## src/rtl/prot_pkg.sv

```systemverilog
// Constants shared by the channel protection latch design
`default_nettype none
package prot_pkg;
  localparam int unsigned NUM_CH = 4;
  localparam int unsigned CLK_HZ = 20000000;
  // Trip delay window, ms; the reduction uses the least figure
  localparam int unsigned TRIP_DELAY_MIN_MS = 7;
  localparam int unsigned TRIP_DELAY_MAX_MS = 14;
  localparam int unsigned TRIP_DELAY_CYC = (CLK_HZ / 1000) * TRIP_DELAY_MIN_MS;
  localparam int unsigned TRIP_CNT_W = 18;
  // Retry limits at low and medium drain-source voltage
  localparam logic [5:0] RETRY_LIM_LV = 6'h20;
  localparam logic [5:0] RETRY_LIM_MV = 6'h08;
  localparam int unsigned RETRY_W = 6;
  // Host wait before clearing a latch, ms (binds the host)
  localparam int unsigned LATCH_RESTART_WAIT_MS = 50;
  localparam logic [NUM_CH-1:0] CH_ZERO = 4'h0;
  localparam logic [NUM_CH-1:0] CH_ONES = 4'hF;
  // Per-channel protection state
  typedef enum logic [1:0] {
    CH_OFF = 2'b00,
    CH_ON = 2'b01,
    CH_RETRY = 2'b11,
    CH_LATCHED = 2'b10
  } ch_state_e;
endpackage : prot_pkg
`default_nettype wire

```

## src/rtl/channel_protection_latch.sv

```systemverilog
// Four-channel fault protection: shutdown, retry counting, latches, error flags
`default_nettype none
// Notes on behaviour
// - Channel switches off when current passes the normal trip level.
// - Over-current restarts are limited: 32 at low, 8 at medium voltage.
// - Error flag set on over-current shutdown, cleared on read, set again if persists.
// - Clear-latch command bit of one clears that channel's retry or thermal latch.
// - Channel still requested on after a clear turns on at once.
// - High drain-source voltage plus reduced-level current at turn-on latches off.
// - After on-time without thermal shutdown the trip level drops to reduced level.
// - Trip delay restarts on temperature-rise or over-current shutdown or request change.
// - At reduced level, current above reduced trip latches the channel off.
// - Each channel's over-temperature trips off and latches, even without logic supply.
// - Thermal latch releases only after cooling by hysteresis and a clear command.
// - Temperature-rise trip retries up to the limit, then latches off.
// - Below the limit, a rising request edge resets the retry counter.
// - Error flag set on temperature-rise shutdown, cleared on read, set again if recurs.
// - Reverse polarity turns all channels on with protection inactive.
// - Supply over-voltage below clamp keeps outputs following the request.
// - Loss of device ground forces every channel off.
// - Error flags clear during each standard diagnosis transfer.
// - First diagnosis after a clear still reports previously failed channels.
module channel_protection_latch (
  // Clock and reset
  input wire logic clk_in,
  input wire logic rst_n_in,
  // Channel requests
  input wire logic [prot_pkg::NUM_CH-1:0] in_pin_in,
  input wire logic [prot_pkg::NUM_CH-1:0] output_control_bits_in,
  // Commands from the serial side
  input wire logic [prot_pkg::NUM_CH-1:0] clear_latch_cmd_in,
  input wire logic clear_latch_stb_in,
  input wire logic diag_clear_stb_in,
  // Analog comparator results
  input wire logic [prot_pkg::NUM_CH-1:0] oc_trip_in,
  input wire logic [prot_pkg::NUM_CH-1:0] oc_reduced_in,
  input wire logic [prot_pkg::NUM_CH-1:0] vds_high_in,
  input wire logic [prot_pkg::NUM_CH-1:0] vds_medium_in,
  input wire logic [prot_pkg::NUM_CH-1:0] over_temp_in,
  input wire logic [prot_pkg::NUM_CH-1:0] temp_cooled_in,
  input wire logic [prot_pkg::NUM_CH-1:0] temp_rise_in,
  // Supply conditions
  input wire logic reverse_supply_in,
  input wire logic ground_lost_in,
  // Outputs
  output logic [prot_pkg::NUM_CH-1:0] gate_on_out,
  output logic [prot_pkg::NUM_CH-1:0] err_flag_out,
  output logic [prot_pkg::NUM_CH-1:0] latched_out,
  output logic [prot_pkg::NUM_CH-1:0] thermal_latched_out
);
  import prot_pkg::*;

  // ====================================================================
  // Input synchronisation
  logic [NUM_CH-1:0] oc_s, ocr_s, vdh_s, vdm_s, ot_s, cool_s, rise_s;
  logic [1:0] sup_s;
  sync_vec #(.W(NUM_CH)) u_s_oc (.clk_in(clk_in), .rst_n_in(rst_n_in),
    .d_in(oc_trip_in), .q_out(oc_s));
  sync_vec #(.W(NUM_CH)) u_s_ocr (.clk_in(clk_in), .rst_n_in(rst_n_in),
    .d_in(oc_reduced_in), .q_out(ocr_s));
  sync_vec #(.W(NUM_CH)) u_s_vdh (.clk_in(clk_in), .rst_n_in(rst_n_in),
    .d_in(vds_high_in), .q_out(vdh_s));
  sync_vec #(.W(NUM_CH)) u_s_vdm (.clk_in(clk_in), .rst_n_in(rst_n_in),
    .d_in(vds_medium_in), .q_out(vdm_s));
  sync_vec #(.W(NUM_CH)) u_s_ot (.clk_in(clk_in), .rst_n_in(rst_n_in),
    .d_in(over_temp_in), .q_out(ot_s));
  sync_vec #(.W(NUM_CH)) u_s_cool (.clk_in(clk_in), .rst_n_in(rst_n_in),
    .d_in(temp_cooled_in), .q_out(cool_s));
  sync_vec #(.W(NUM_CH)) u_s_rise (.clk_in(clk_in), .rst_n_in(rst_n_in),
    .d_in(temp_rise_in), .q_out(rise_s));
  sync_vec #(.W(2)) u_s_sup (.clk_in(clk_in), .rst_n_in(rst_n_in),
    .d_in({ground_lost_in, reverse_supply_in}), .q_out(sup_s));

  // ====================================================================
  // Request tracking
  logic [NUM_CH-1:0] req;
  logic [NUM_CH-1:0] req_prev_r;
  assign req = in_pin_in | output_control_bits_in;
  always_ff @(posedge clk_in or negedge rst_n_in) begin
    if (!rst_n_in) begin
      req_prev_r <= '0;
    end else begin
      req_prev_r <= req;
    end
  end

  // ====================================================================
  // Per-channel protection
  ch_state_e state_r [NUM_CH];
  logic [RETRY_W-1:0] retry_r [NUM_CH];
  logic [NUM_CH-1:0] reduced;
  logic [NUM_CH-1:0] trip_restart;
  logic [NUM_CH-1:0] shut_ev;
  logic [NUM_CH-1:0] turn_on_r;
  logic [NUM_CH-1:0] thermal_r;
  logic [NUM_CH-1:0] gate_nxt;

  genvar g;
  generate
    for (g = 0; g < NUM_CH; g++) begin : g_ch
      logic [RETRY_W-1:0] lim;
      logic hard_trip;
      logic retry_trip;
      logic clr;
      // Retry limit follows drain-source voltage band
      assign lim = vdm_s[g] ? RETRY_LIM_MV : RETRY_LIM_LV;
      // Immediate latch conditions
      assign hard_trip = ot_s[g]
        || (vdh_s[g] && ocr_s[g] && turn_on_r[g])
        || (reduced[g] && ocr_s[g]);
      assign retry_trip = oc_s[g] || rise_s[g];
      // Thermal latch needs cooling before a clear is honoured
      assign clr = clear_latch_stb_in && clear_latch_cmd_in[g]
        && (!thermal_r[g] || cool_s[g]);
      assign trip_restart[g] = (req[g] != req_prev_r[g])
        || (state_r[g] == CH_RETRY);
      assign shut_ev[g] = (state_r[g] == CH_ON) && (hard_trip || retry_trip);

      trip_timer u_timer (
        .clk_in(clk_in),
        .rst_n_in(rst_n_in),
        .run_in(state_r[g] == CH_ON && !ot_s[g]),
        .restart_in(trip_restart[g]),
        .limit_in(TRIP_CNT_W'(TRIP_DELAY_CYC)),
        .reduced_out(reduced[g])
      );

      // State machine of one channel
      always_ff @(posedge clk_in or negedge rst_n_in) begin
        if (!rst_n_in) begin
          state_r[g] <= CH_OFF;
          retry_r[g] <= '0;
          thermal_r[g] <= 1'b0;
          turn_on_r[g] <= 1'b0;
        end else begin
          turn_on_r[g] <= 1'b0;
          // Rising request below the limit rearms retries
          if (req[g] && !req_prev_r[g] && retry_r[g] < lim && state_r[g] != CH_LATCHED) begin
            retry_r[g] <= '0;
          end
          unique case (state_r[g])
            CH_OFF: begin
              if (req[g]) begin
                state_r[g] <= CH_ON;
                turn_on_r[g] <= 1'b1;
              end
            end
            CH_ON: begin
              if (hard_trip) begin
                state_r[g] <= CH_LATCHED;
                thermal_r[g] <= ot_s[g];
              end else if (retry_trip) begin
                if (retry_r[g] + 1'b1 >= lim) begin
                  state_r[g] <= CH_LATCHED;
                end else begin
                  state_r[g] <= CH_RETRY;
                end
                retry_r[g] <= retry_r[g] + 1'b1;
              end else if (!req[g]) begin
                state_r[g] <= CH_OFF;
              end
            end
            CH_RETRY: begin
              // Restart once the fault indication has gone
              if (!retry_trip) begin
                state_r[g] <= req[g] ? CH_ON : CH_OFF;
                turn_on_r[g] <= req[g];
              end
            end
            CH_LATCHED: begin
              if (clr) begin
                state_r[g] <= req[g] ? CH_ON : CH_OFF;
                turn_on_r[g] <= req[g];
                retry_r[g] <= '0;
                thermal_r[g] <= 1'b0;
              end
            end
          endcase
        end
      end
    end
  endgenerate

  // ====================================================================
  // Gate drive and supply overrides
  always_comb begin
    for (int i = 0; i < NUM_CH; i++) begin
      gate_nxt[i] = (state_r[i] == CH_ON) && !shut_ev[i] && req[i];
    end
    if (sup_s[1]) begin
      gate_nxt = CH_ZERO;
    end else if (sup_s[0]) begin
      gate_nxt = CH_ONES;
    end
  end

  always_ff @(posedge clk_in or negedge rst_n_in) begin
    if (!rst_n_in) begin
      gate_on_out <= '0;
    end else begin
      gate_on_out <= gate_nxt;
    end
  end

  // ====================================================================
  // Error flags: sticky until the next diagnosis read
  logic [NUM_CH-1:0] err_set;
  logic [NUM_CH-1:0] lat_now;
  always_comb begin
    for (int i = 0; i < NUM_CH; i++) begin
      lat_now[i] = (state_r[i] == CH_LATCHED);
      err_set[i] = shut_ev[i] || (state_r[i] == CH_RETRY) || lat_now[i];
    end
  end

  // A clear-latch leaves the flag up, so the first read after it still shows the fault
  always_ff @(posedge clk_in or negedge rst_n_in) begin
    if (!rst_n_in) begin
      err_flag_out <= '0;
    end else begin
      if (diag_clear_stb_in) begin
        // Set wins over the read clear
        err_flag_out <= err_set;
      end else begin
        err_flag_out <= err_flag_out | err_set;
      end
    end
  end

  always_ff @(posedge clk_in or negedge rst_n_in) begin
    if (!rst_n_in) begin
      latched_out <= '0;
      thermal_latched_out <= '0;
    end else begin
      latched_out <= lat_now;
      thermal_latched_out <= thermal_r;
    end
  end

  // ====================================================================
  // Checks, one copy per channel except the two supply checks below; all are off while reset is low
  for (genvar a = 0; a < NUM_CH; a++) begin : g_chk

    // Over-temperature latches at once and keeps its cause
    a_ot_latches: assert property (@(posedge clk_in) disable iff (!rst_n_in)
      (state_r[a] == CH_ON && ot_s[a])
      |=> (state_r[a] == CH_LATCHED && thermal_r[a]))
      else $error("over-temperature did not latch");

    // Only a clear for this very channel may open its latch
    a_latch_holds: assert property (@(posedge clk_in) disable iff (!rst_n_in)
      (state_r[a] == CH_LATCHED && !(clear_latch_stb_in && clear_latch_cmd_in[a]))
      |=> state_r[a] == CH_LATCHED)
      else $error("latch released without command");

    // A released latch goes straight back on when still requested
    a_clear_turns_on: assert property (@(posedge clk_in) disable iff (!rst_n_in)
      (state_r[a] == CH_LATCHED && clear_latch_stb_in && clear_latch_cmd_in[a]
       && (!thermal_r[a] || cool_s[a]) && req[a])
      |=> state_r[a] == CH_ON)
      else $error("cleared channel not turned on");

    // A hot channel ignores the clear until it has cooled
    a_thermal_cool: assert property (@(posedge clk_in) disable iff (!rst_n_in)
      (state_r[a] == CH_LATCHED && thermal_r[a] && !cool_s[a])
      |=> state_r[a] == CH_LATCHED)
      else $error("thermal latch released while hot");

    // Once the trip delay has run out, reduced-level current latches the channel
    a_reduced_trip: assert property (@(posedge clk_in) disable iff (!rst_n_in)
      (state_r[a] == CH_ON && reduced[a] && ocr_s[a])
      |=> state_r[a] == CH_LATCHED)
      else $error("reduced-level trip not latched");

    // High drain-source voltage trip only looks at the turn-on cycle
    a_hv_turn_on: assert property (@(posedge clk_in) disable iff (!rst_n_in)
      (state_r[a] == CH_ON && turn_on_r[a] && vdh_s[a] && ocr_s[a])
      |=> state_r[a] == CH_LATCHED)
      else $error("high-voltage turn-on trip not latched");

    // Reverse supply overrides every shutdown, so it is left out here
    a_oc_off: assert property (@(posedge clk_in) disable iff (!rst_n_in)
      (state_r[a] == CH_ON && oc_s[a] && !sup_s[0])
      |=> !gate_on_out[a])
      else $error("over-current did not switch off");
    a_rise_off: assert property (@(posedge clk_in) disable iff (!rst_n_in)
      (state_r[a] == CH_ON && rise_s[a] && !sup_s[0])
      |=> !gate_on_out[a])
      else $error("temperature rise did not switch off");
    a_retry_off: assert property (@(posedge clk_in) disable iff (!rst_n_in)
      (state_r[a] == CH_RETRY && !sup_s[0])
      |=> !gate_on_out[a])
      else $error("gate on during restart wait");
    a_latched_off: assert property (@(posedge clk_in) disable iff (!rst_n_in)
      (state_r[a] == CH_LATCHED && !sup_s[0])
      |=> !gate_on_out[a])
      else $error("gate on while latched");

    // Gate drops with the request unless reverse supply forces it on
    a_gate_follows: assert property (@(posedge clk_in) disable iff (!rst_n_in)
      (!req[a] && !sup_s[0])
      |=> !gate_on_out[a])
      else $error("gate on without a request");
    a_turn_on: assert property (@(posedge clk_in) disable iff (!rst_n_in)
      (state_r[a] == CH_OFF && req[a])
      |=> state_r[a] == CH_ON)
      else $error("requested channel not turned on");

    // Error flag: set on entering retry, kept until read, dropped by a read while off
    a_err_set: assert property (@(posedge clk_in) disable iff (!rst_n_in)
      $rose(state_r[a] == CH_RETRY)
      |-> err_flag_out[a])
      else $error("error flag missing on retry");
    a_err_sticky: assert property (@(posedge clk_in) disable iff (!rst_n_in)
      (err_flag_out[a] && !diag_clear_stb_in)
      |=> err_flag_out[a])
      else $error("error flag lost without a read");
    a_err_read: assert property (@(posedge clk_in) disable iff (!rst_n_in)
      (diag_clear_stb_in && state_r[a] == CH_OFF)
      |=> !err_flag_out[a])
      else $error("read did not clear the error flag");

    // Retry count stays below the low-voltage limit while waiting to restart
    a_retry_cap: assert property (@(posedge clk_in) disable iff (!rst_n_in)
      (state_r[a] == CH_RETRY)
      |-> retry_r[a] < RETRY_LIM_LV)
      else $error("retry count beyond limit");

    // A band change can leave the count above the medium limit; that case is skipped
    a_retry_rearm: assert property (@(posedge clk_in) disable iff (!rst_n_in)
      (state_r[a] == CH_OFF && req[a] && !req_prev_r[a] && retry_r[a] < RETRY_LIM_MV)
      |=> retry_r[a] == '0)
      else $error("retry count not rearmed by a new request");
    a_timer_reset: assert property (@(posedge clk_in) disable iff (!rst_n_in)
      trip_restart[a]
      |=> !reduced[a])
      else $error("trip delay not restarted");
  end

  // Ground loss wins over reverse supply
  a_gnd_off: assert property (@(posedge clk_in) disable iff (!rst_n_in)
    sup_s[1]
    |=> gate_on_out == CH_ZERO)
    else $error("ground loss left a channel on");
  a_rev_on: assert property (@(posedge clk_in) disable iff (!rst_n_in)
    (sup_s[0] && !sup_s[1])
    |=> gate_on_out == CH_ONES)
    else $error("reverse supply did not turn all on");
endmodule // channel_protection_latch
`default_nettype wire

```

## src/rtl/sync_vec.sv

```systemverilog
// Two-flop synchroniser for a vector of comparator levels
`default_nettype none
module sync_vec #(
  parameter int unsigned W = 4
) (
  // Clock and reset
  input wire logic clk_in,
  input wire logic rst_n_in,
  // Levels
  input wire logic [W-1:0] d_in,
  output logic [W-1:0] q_out
);
  logic [W-1:0] meta_r;
  // First stage feeds only the second
  always_ff @(posedge clk_in or negedge rst_n_in) begin
    if (!rst_n_in) begin
      meta_r <= '0;
      q_out <= '0;
    end else begin
      meta_r <= d_in;
      q_out <= meta_r;
    end
  end
endmodule // sync_vec
`default_nettype wire

```

## src/rtl/trip_timer.sv

```systemverilog
// Per-channel trip delay timer for the reduced short-circuit threshold
`default_nettype none
module trip_timer (
  // Clock and reset
  input wire logic clk_in,
  input wire logic rst_n_in,
  // Control
  input wire logic run_in,
  input wire logic restart_in,
  input wire logic [prot_pkg::TRIP_CNT_W-1:0] limit_in,
  // Status
  output logic reduced_out
);
  import prot_pkg::*;
  logic [TRIP_CNT_W-1:0] cnt_r;
  // Count on-time; any restart or stop throws the count away
  always_ff @(posedge clk_in or negedge rst_n_in) begin
    if (!rst_n_in) begin
      cnt_r <= '0;
      reduced_out <= 1'b0;
    end else if (restart_in || !run_in) begin
      cnt_r <= '0;
      reduced_out <= 1'b0;
    end else if (cnt_r >= limit_in) begin
      reduced_out <= 1'b1;
    end else begin
      cnt_r <= cnt_r + 1'b1;
    end
  end
endmodule // trip_timer
`default_nettype wire

```

## config.mk

```make
export PLATFORM = sky130hd
export DESIGN_NAME = channel_protection_latch
export DESIGN_NICKNAME = d
export VERILOG_FILES = /design/src/rtl/prot_pkg.sv /design/src/rtl/channel_protection_latch.sv /design/src/rtl/sync_vec.sv /design/src/rtl/trip_timer.sv
export SDC_FILE = /design/constraint.sdc
export NUM_CORES = 1
export LEC_CHECK = 0
export BUFFER_PORTS_ARGS = -buffer_cell sky130_fd_sc_hd__buf_4
export CORE_MARGIN = 5
export CORE_UTILIZATION = 50
export DETAILED_ROUTE_END_ITERATION = 8
export PLACE_DENSITY = 0.7
export SYNTH_ARGS = -nofsm -noshare
export SYNTH_HDL_FRONTEND = slang
export SYNTH_SLANG_ARGS = --single-unit
```

## constraint.sdc

```tcl
create_clock -name clk_in -period 1.8 [get_ports clk_in]
set_input_delay 0.27 -clock clk_in [delete_from_list [all_inputs] [get_ports clk_in]]
set_output_delay 0.27 -clock clk_in [all_outputs]
set_load 0.02 [all_outputs]
```

Word-level counts from Yosys, hierarchy flattened

Cells that the tools add are included.

$mul: 0
Mux-type cells: 107
Add/sub/neg operators: 8
Div/mod/pow operators: 0
Magnitude comparators: 12
Reductions and logical operators: 124
Bitwise logic cells: 2
Shifts and indexed selects: 0
Eq/ne operators: 44

Operators with widths:

| kind                                                | count |
|---|---|
| two-way mux 18 bit                                  | 8 |
| two-way mux 6 bit                                   | 20 |
| adder 18 x 1 -> 18 bit, second input constant       | 4 |
| >= comparator 18 bit, second input constant         | 4 |
| logical AND 1 bit                                   | 48 |
| two-way mux 2 bit                                   | 24 |
| case mux 6 bit (2 select lines)                     | 4 |
| != test 2 bit, second input constant                | 20 |
| logical OR 1 bit                                    | 36 |
| two-way mux 1 bit                                   | 36 |
| case mux 2 bit (4 select lines)                     | 4 |
| adder 6 x 1 -> 6 bit, second input constant         | 4 |
| >= comparator 6 bit                                 | 4 |
| < comparator 6 bit                                  | 4 |
| zero test 1 bit                                     | 20 |
| equality test 2 bit, second input constant          | 8 |
| != test 4 bit, second input constant                | 4 |
| AND reduction 4 bit                                 | 4 |
| nonzero test 2 bit                                  | 8 |
| two-way mux 4 bit                                   | 3 |
| case mux 1 bit (3 select lines)                     | 4 |
| AND reduction 3 bit                                 | 4 |
| equality test 2 x 1 -> 1 bit, second input constant | 4 |
| zero test 2 bit                                     | 4 |
| other kinds (4)                                     | 14 |

Flip-flop bits (word level): 196
Output and inout bits: 16
Bits in read-only memories: 0
Input bits: 46
Logic and storage cells: 342
Latch bits: 0
Memories: 0
Memory bits (writable): 0

Longest topological paths before layout

Gate-level depths: netlist of the first run.

Word-level depth: 11
Gate-level depth with buffers: 9
Depth with buffers taken out: 8

By module

A second synthesis of the first run with hierarchy kept.

Cell total of the unflattened synthesis: 1168
Area, all modules: 11278.3 µm²

Modules (own cells, without submodules):

| module                           | seq. area each (µm²) | cells each | times used | area an instance (µm²) |
|---|---|---|---|---|
| trip_timer (g_ch[0].u_timer ...) | 475.5                | 166        | 3          | 1448.9 |
| channel_protection_latch         | 1501.4               | 440        | 1          | 3987.6 |
| trip_timer (g_ch[3].u_timer)     | 475.5                | 170        | 1          | 1442.6 |
| sync_vec (u_s_cool ...)          | 200.2                | 8          | 7          | 200.2 |
| sync_vec (u_s_sup)               | 100.1                | 4          | 1          | 100.1 |

Worst setup path before layout of the first run

OpenSTA, ideal clock, no wires.

Path kind: register to register
From: register state_r[3] in the netlist's numbering
To: register g_ch[2].u_timer.cnt_r[10]
Setup time: 0.072 ns
Period minus slack after synthesis: 1.843 ns
Data arrival time: 1.771 ns
Cell stages (with the launch flop): 8
Buffers on the path: 2
Data required time: 1.728 ns
Setup slack: -0.043 ns
Path through: dfrtp_1 inv_1 ha_1 nand2b_1 or3b_2 clkbuf_1 clkbuf_1 nor2_1

Word-level cells in the longest chain between the ends: 5
Elaborated cells on any way between the ends: 8
Those cells by class: 3 x eq/ne; 1 x mux; 4 x reduce/logical

RTL lines:

| element                                                                       | RTL line                        | text |
|---|---|---|
| from (decl)                                                                   | channel_protection_latch.sv:89  | `ch_state_e state_r [NUM_CH];` |
| from (signal, indexed assignment)                                             | channel_protection_latch.sv:166 | `state_r[g] <= req[g] ? CH_ON : CH_OFF;` |
| from (signal, indexed assignment)                                             | channel_protection_latch.sv:172 | `state_r[g] <= req[g] ? CH_ON : CH_OFF;` |
| equality test 2 x 1 -> 1 bit                                                  | channel_protection_latch.sv:122 | `.run_in(state_r[g] == CH_ON && !ot_s[g]),` |
| logical AND 1 bit                                                             | channel_protection_latch.sv:122 |  |
| zero test 1 bit                                                               | trip_timer.sv:21                | `end else if (restart_in \|\| !run_in) begin` |
| logical OR 1 bit *                                                            | trip_timer.sv:21                |  |
| != test 2 x 1 -> 1 bit (no source line) or two-way mux 18 bit (tied branches) | n/a                             |  |
| to (signal assigned)                                                          | trip_timer.sv:27                | `cnt_r <= cnt_r + 1'b1;` |
| to (decl)                                                                     | trip_timer.sv:15                | `logic [TRIP_CNT_W-1:0] cnt_r;` |

Every way passes the cells marked *; elsewhere a longest branch is shown, timed or not.
A chain may end at the register's enable or synchronous reset.

Final worst setup path of the first run

From: register g_ch[2].u_timer.cnt_r[8]
To: register g_ch[2].u_timer.cnt_r[8]

Word-level cells in the longest chain between the ends: 3
Elaborated cells on any way between the ends: 5
Those cells by class: 1 x add/sub; 1 x order compare; 1 x eq/ne; 2 x mux

RTL lines:

| element                | RTL line         | text |
|---|---|---|
| adder 18 x 1 -> 18 bit | trip_timer.sv:27 |  |
| two-way mux 18 bit     | trip_timer.sv:24 | `end else if (cnt_r >= limit_in) begin` |
| two-way mux 18 bit     | trip_timer.sv:21 |  |

Several ways; a longest one is shown, not always the timed one. The select of a mux whose other input is x is not followed.

==> results of run 1 <==
-- worst min-delay path, stage by stage --
cell and delay (ns):
buf_4 0.08, nor2_1 0.08, inv_1 0.08
-- report_power, final --
part | total, uW | internal, uW | leakage, uW | switching [uW]
logic | 4020 | 1890 | 0.00275 | 2130
registers | 5190 | 4870 | 0.00252 | 321
clock network | 3600 | 1950 | 0.000264 | 1640
-- how the worst max path moves through the flow --
stage	start	end	slack, ns	cells past startpoint
after CTS	g_ch[2].u_timer.cnt_r[9]	g_ch[2].u_timer.cnt_r[8]	-0.07	5
after floorplan	state_r[1]	g_ch[3].u_timer.cnt_r[6]	0.0006	7
after global routing	g_ch[2].u_timer.cnt_r[8]	g_ch[2].u_timer.cnt_r[16]	-0.13	7
after detailed placement	g_ch[0].u_timer.cnt_r[8]	g_ch[0].u_timer.cnt_r[9]	-0.22	7
after global placement	output_control_bits_in[3]	g_ch[3].u_timer.cnt_r[1]	-0.06	7
final	g_ch[2].u_timer.cnt_r[8]	g_ch[2].u_timer.cnt_r[8]	-0.06	5
-- routing by layer --
metal | vias to the layer above | share of wire | track usage | routed length, um
li1 | 3602 | - | - | -
met1 | 3680 | 0.45 | 0.276 | 9730
met2 | 130 | 0.50 | 0.334 | 11000
met3 | 34 | 0.034 | 0.0399 | 748
met4 | 0 | 0.019 | 0.0582 | 410
met5 | - | 0 | 0 | 0
-- logic make-up (layout without fill, tap and decap cells) --
family,count (synthesis),after routing
buffers and inverters,63,302
and+or+nand+nor,353,353
xor gates and xnor gates,69,69
AOI/OAI and AO/OA,140,140
muxes,19,19
DFF,196,196
adders and majority gates,52,52
-- layout by cell type (no fill, tap or decap), types with 24 or more instances in the layout --
cell	Yosys	final
dlygate4sd3_1	0	31
dfrtp_1	196	193
ha_1	52	47
nor2_1	114	110
xnor2_1	53	52
nand3_1	48	44
nand2_1	54	49
o21ai_0	34	24
buf_4	0	182
inv_1	42	39
-- through the flow --
step	power, uW	hold WS [ns]	cell area [um2]	setup WS [ns]
6_report	12800	0.121	12700	-0.0593
5_1_grt	13500	0.121	12700	-0.135
4_1_cts	12500	0.0994	12300	-0.0742
3_5_place_dp	8770	0.104	11100	-0.220
3_3_place_gp	8700	0.105	11100	-0.0571
2_1_floorplan	7290	-0.0256	9530	0.000572
-- final cells by class --
type	instances	area share
multi-input combinational	633	0.386
clock inverter	10	0.00807
timing repair buffer	229	0.149
inverter	42	0.0124
clock buffer	21	0.0354
sequential	196	0.386
tap	234	0.0230
-- what timing repair did --
action / in CTS / in global routing
hold endpoints to repair: 226 / 0
buffers inserted: 3 / 15
hold buffers: 31 / 0
gates cloned: 1 / 0
pin swaps: 27 / 46
endpoints found under the setup margin: 40 / 84
resized for setup: 46 / 83
==> results.json, run 1 <==
{
  "muxShareOfSynthArea": 0.0215,
  "yosysMostFrequentCell": "dfrtp_1",
  "syn_nets": 990,
  "synth_top_family_by_area": "simple AND/OR/NAND/NOR gates",
  "grt_pass1_wl_mm": 36.4,
  "cp_num_buf_inv": 0,
  "netlist.area_leader.share": 0.516,
  "antenna_left": 0,
  "fillers": 1388,
  "worst_slack_ns": -0.0593,
  "critPathMaxStageDelay_ns": 0.45,
  "grt.total_usage": 0.203,
  "first_pass_iters": 5,
  "clk_path_buf_depth": 2,
  "synth_area_leader_cell": "dfrtp_1",
  "violations": "negative setup slack",
  "registers.top_by_ff_count": "g_ch.u_timer.cnt_r",
  "finalMaxSlewViolations": 0,
  "yosysUniqueCellTypes": 70,
  "viasPerCell": 5.45,
  "path_clk_slew_ns": 0.07,
  "syn_avg_cell_area_um2": 10.7,
  "port_buffers": 61,
  "drive_gt1_frac": 0.311,
  "fmax_ghz": 0.538,
  "synth_compound_area_frac": 0.107,
  "cts_buffers": 17,
  "die-area_um2": 21900,
  "start_kind": "flip-flop",
  "largest_reg_flops": 72,
  "cts-root-buf": "clkbuf_16",
  "synth-edff-count": 0,
  "synthTopCellsByCount": "dfrtp_1, nor2_1, nand2_1",
  "setup_viol": 14,
  "post-route-period-util": 1.03,
  "ir_drop_mv": 0.606,
  "hold_class": "primary input to flip-flop",
  "drtIter0Drc": 529,
  "hold_path_end": "req_prev_r[0]",
  "num_vias": 7446,
  "ys_ff_latch": 196,
  "clock_latency_ns": 0.43,
  "yosysSeqAreaShare": 0.516,
  "cp_top_family": "compound AO/OA/AOI/OAI gates",
  "wl_mm": 21.8,
  "r2r_start": "g_ch[2].u_timer.cnt_r[8]",
  "tns_ns": -0.342,
  "rows": 50,
  "diodes": 0,
  "antenna_found_initial": 0,
  "gp_congestion": 0.880,
  "yosys.area_share.simple": 0.197,
  "p_leak_uw": 0.00554,
  "grt_pass1_vias": 7427,
  "core_um2": 18700,
  "nets": 1217,
  "io_pins": 62,
  "cap_viol_max_count": 0,
  "worstPathCellList": "a2111o_1, o31a_2, nor4_4, xnor2_1, nor2_1",
  "hpwlAfterDp_mm": 14.5,
  "syn_inst": 892,
  "cp_max_fo": 7,
  "timing.rr.end": "g_ch[2].u_timer.cnt_r[8]",
  "synthFlopType": "dfrtp_1",
  "wl_per_cell_um": 16.0,
  "cts_tree": "done",
  "path_class": "flip-flop to flip-flop",
  "synth_adder_area_share": 0.0684,
  "hold_viol": 0,
  "async_flop_share": 1.00,
  "fin_skew_ns": 0.00848,
  "synthXorXnorAreaFrac": 0.0636,
  "cts.sinks": 196,
  "seqCellArea_um2": 4910,
  "multiInputGateArea_um2": 4910,
  "grt_max_degree": 69,
  "start_util": 0.508,
  "rsz0062_at_grt": "true",
  "required_ns": 2.12,
  "dp_cells": 1284,
  "slew-limit-headroom": 0.655,
  "syn_to_final_growth_pct": 33.8,
  "yosys-top-cells-area": "dfrtp_1, ha_1, xnor2_1",
  "grt_overflow_total": 0,
  "yosys_warnings": 0,
  "p_per_area_nw_per_um2": 1010,
  "worst_slew_pin_slew_ns": 0.515,
  "synthesis.area_um2": 9510,
  "cts_max_level": 4,
  "fin_util": 0.680,
  "die_w_um": 148,
  "drc": 0,
  "hp-start": "in_pin_in[0]",
  "reg2reg_slack_ns": -0.06,
  "fin_cells": 1365,
  "reg2reg_depth": 5,
  "cp_slowest_cell": "a2111o_1",
  "top_regs": "g_ch.u_timer.cnt_r (72), retry_r (24), state_r (8)",
  "endpoint_kind": "flip-flop",
  "holdPathStages": 3,
  "die_h_um": 148,
  "cp.arrival_ns": 2.18,
  "layout_min_cycle_time_ns": 1.86,
  "status": "complete, but fails checks"
}
No activity file was read; power rests on OpenSTA's default activity.
==> inputs of run 2 (changes only) <==
--- a/config.mk
+++ b/config.mk
@@ -7,9 +7,8 @@
 export LEC_CHECK = 0
 export BUFFER_PORTS_ARGS = -buffer_cell sky130_fd_sc_hd__buf_4
 export CORE_MARGIN = 5
-export CORE_UTILIZATION = 50
+export CORE_UTILIZATION = 45
 export DETAILED_ROUTE_END_ITERATION = 8
-export PLACE_DENSITY = 0.7
 export SYNTH_ARGS = -nofsm -noshare
 export SYNTH_HDL_FRONTEND = slang
 export SYNTH_SLANG_ARGS = --single-unit
==> run 2 against run 1 <==
Net effect:
- design area decreased by 0.17%
- die area increased by 10%
- the flow still finishes with violations (negative setup slack)
- utilization decreased by 7.2 points
- final cell count increased by 2.6%
- sequential share of layout area about the same
- fmax decreased by 0.24%
- clock-buffer cell count decreased by 4
- sequential power about the same
- worst setup slack got worse by 0.0044 ns
- global-route usage decreased by 2.4 points
==> results.json, run 2 (synthesis results as in run 1) <==
{
  "final_common_cell": "dfrtp_1",
  "cts_max_level": 4,
  "start_kind": "flip-flop",
  "hp-start": "in_pin_in[0]",
  "wl_mm": 21.3,
  "hold_viol": 0,
  "r2r_start": "g_ch[2].u_timer.cnt_r[9]",
  "drtIter0Drc": 399,
  "p_per_area_nw_per_um2": 1020,
  "top_regs": "g_ch.u_timer.cnt_r (72), retry_r (24), state_r (8)",
  "grt.total_usage": 0.179,
  "path_clk_slew_ns": 0.08,
  "grt_max_degree": 75,
  "drive_gt1_frac": 0.302,
  "fillers": 1757,
  "cts_tree": "done",
  "cap_viol_max_count": 0,
  "largest_reg_flops": 72,
  "ir_drop_mv": 0.746,
  "violations": "negative setup slack",
  "start_util": 0.455,
  "die_w_um": 155,
  "grt_overflow_total": 0,
  "slew-limit-headroom": 0.649,
  "fin_util": 0.608,
  "post-route-period-util": 1.04,
  "cts-root-buf": "clkbuf_16",
  "diodes": 0,
  "cp.arrival_ns": 2.18,
  "fin_skew_ns": 0.0102,
  "layout_min_cycle_time_ns": 1.86,
  "first_pass_iters": 4,
  "hpwlAfterDp_mm": 14.6,
  "drc": 0,
  "rows": 53,
  "gp_congestion": 0.857,
  "num_vias": 7313,
  "path_class": "flip-flop to flip-flop",
  "p_total_uw": 13000,
  "worst_slew_pin_slew_ns": 0.524,
  "rsz0062_at_grt": "true",
  "cp_max_fo": 7,
  "die_h_um": 155,
  "setup_viol": 6,
  "status": "complete, but fails checks",
  "worst_slack_ns": -0.0638,
  "io_pins": 62,
  "grt_pass1_vias": 7254,
  "cts_buffers": 17,
  "viasPerCell": 5.22,
  "final_cell_mix": "dfrtp_1, buf_4, nor2_1",
  "met3_length_um": 696,
  "required_ns": 2.11,
  "fmax_ghz": 0.537,
  "endpoint_kind": "flip-flop",
  "clk_path_buf_depth": 2,
  "cts.sinks": 196,
  "clock_latency_ns": 0.44,
  "nets": 1211,
  "crit_start": "g_ch[2].u_timer.cnt_r[9]",
  "finalMaxSlewViolations": 0,
  "grt_pass1_wl_mm": 35.4,
  "core_um2": 20900,
  "drt-met1-wl_mm": 9.83,
  "syn_to_final_growth_pct": 33.6,
  "wl_met2_mm": 10.5,
  "tns_ns": -0.191,
  "die-area_um2": 24100,
  "antenna_left": 0,
  "reg2reg_slack_ns": -0.06,
  "port_buffers": 61,
  "p_leak_uw": 0.00551,
  "antenna_found_initial": 0,
  "registers.top_by_ff_count": "g_ch.u_timer.cnt_r",
  "wl_per_cell_um": 15.2,
  "dr.max_layer_used": "met4",
  "hold_class": "primary input to flip-flop"
}
-- run 2: report_power, final --
part	switching [uW]	internal, uW	total (uW)
registers	298	4870	5160
clock network	1840	1980	3810
logic	2090	1910	4000
total	4220	8750	13000
-- run 2: stage by stage --
step                      area (um2)  hold WS [ns]  instances  setup slack (ns)
after CTS                      12200        0.0946       1394           -0.0476
after detailed placement       11200         0.141       1325            -0.153
after global placement         11200         0.141       1325           -0.0797
after global routing           12700         0.111       1401            -0.137
final                          12700         0.111       1401           -0.0638
after floorplan                 9530       -0.0256        892          0.000572
-- run 2: layer usage --
metal	up-vias	track usage
met5	-	0
li1	3601	-
met3	25	0.0337
met2	116	0.290
met1	3571	0.249
met4	0	0.0488
-- run 2: area by class of cell --
cell class | count | area [um2] | share of cell area
multi-input combinational | 633 | 4860 | 0.383
sequential | 196 | 4900 | 0.386
timing repair buffer | 223 | 1830 | 0.144
inverter | 42 | 158 | 0.0124
clock inverter | 15 | 165 | 0.0130
clock buffer | 17 | 425 | 0.0335
tap | 275 | 344 | 0.0271
-- run 2: repair_timing --
action / CTS / global route
resized for setup: 28 / 85
pin swaps: 17 / 37
buffers inserted: 6 / 7
cloned: 0 / 0
hold endpoints to repair: 117 / 0
setup endpoints to repair: 45 / 81
hold buffers: 31 / 0
-- run 2: final timing paths --
kind | end | cells after the start
hold reg to reg | u_s_rise.q_out[0] | 0
setup / recovery | g_ch[2].u_timer.cnt_r[3] | 5
setup reg to reg | g_ch[2].u_timer.cnt_r[3] | 5
min in group asynchronous | retry_r[7] | 2
hold / removal | req_prev_r[0] | 3
max in group asynchronous | g_ch[3].u_timer.cnt_r[1] | 3
-- run 2: worst max-delay path: stages (launching register included) --
cell and delay (ns):
dfrtp_1 0.39, a2111o_1 0.45, o31a_2 0.46, buf_6 0.17, o21ai_0 0.21, a21oi_2 0.07
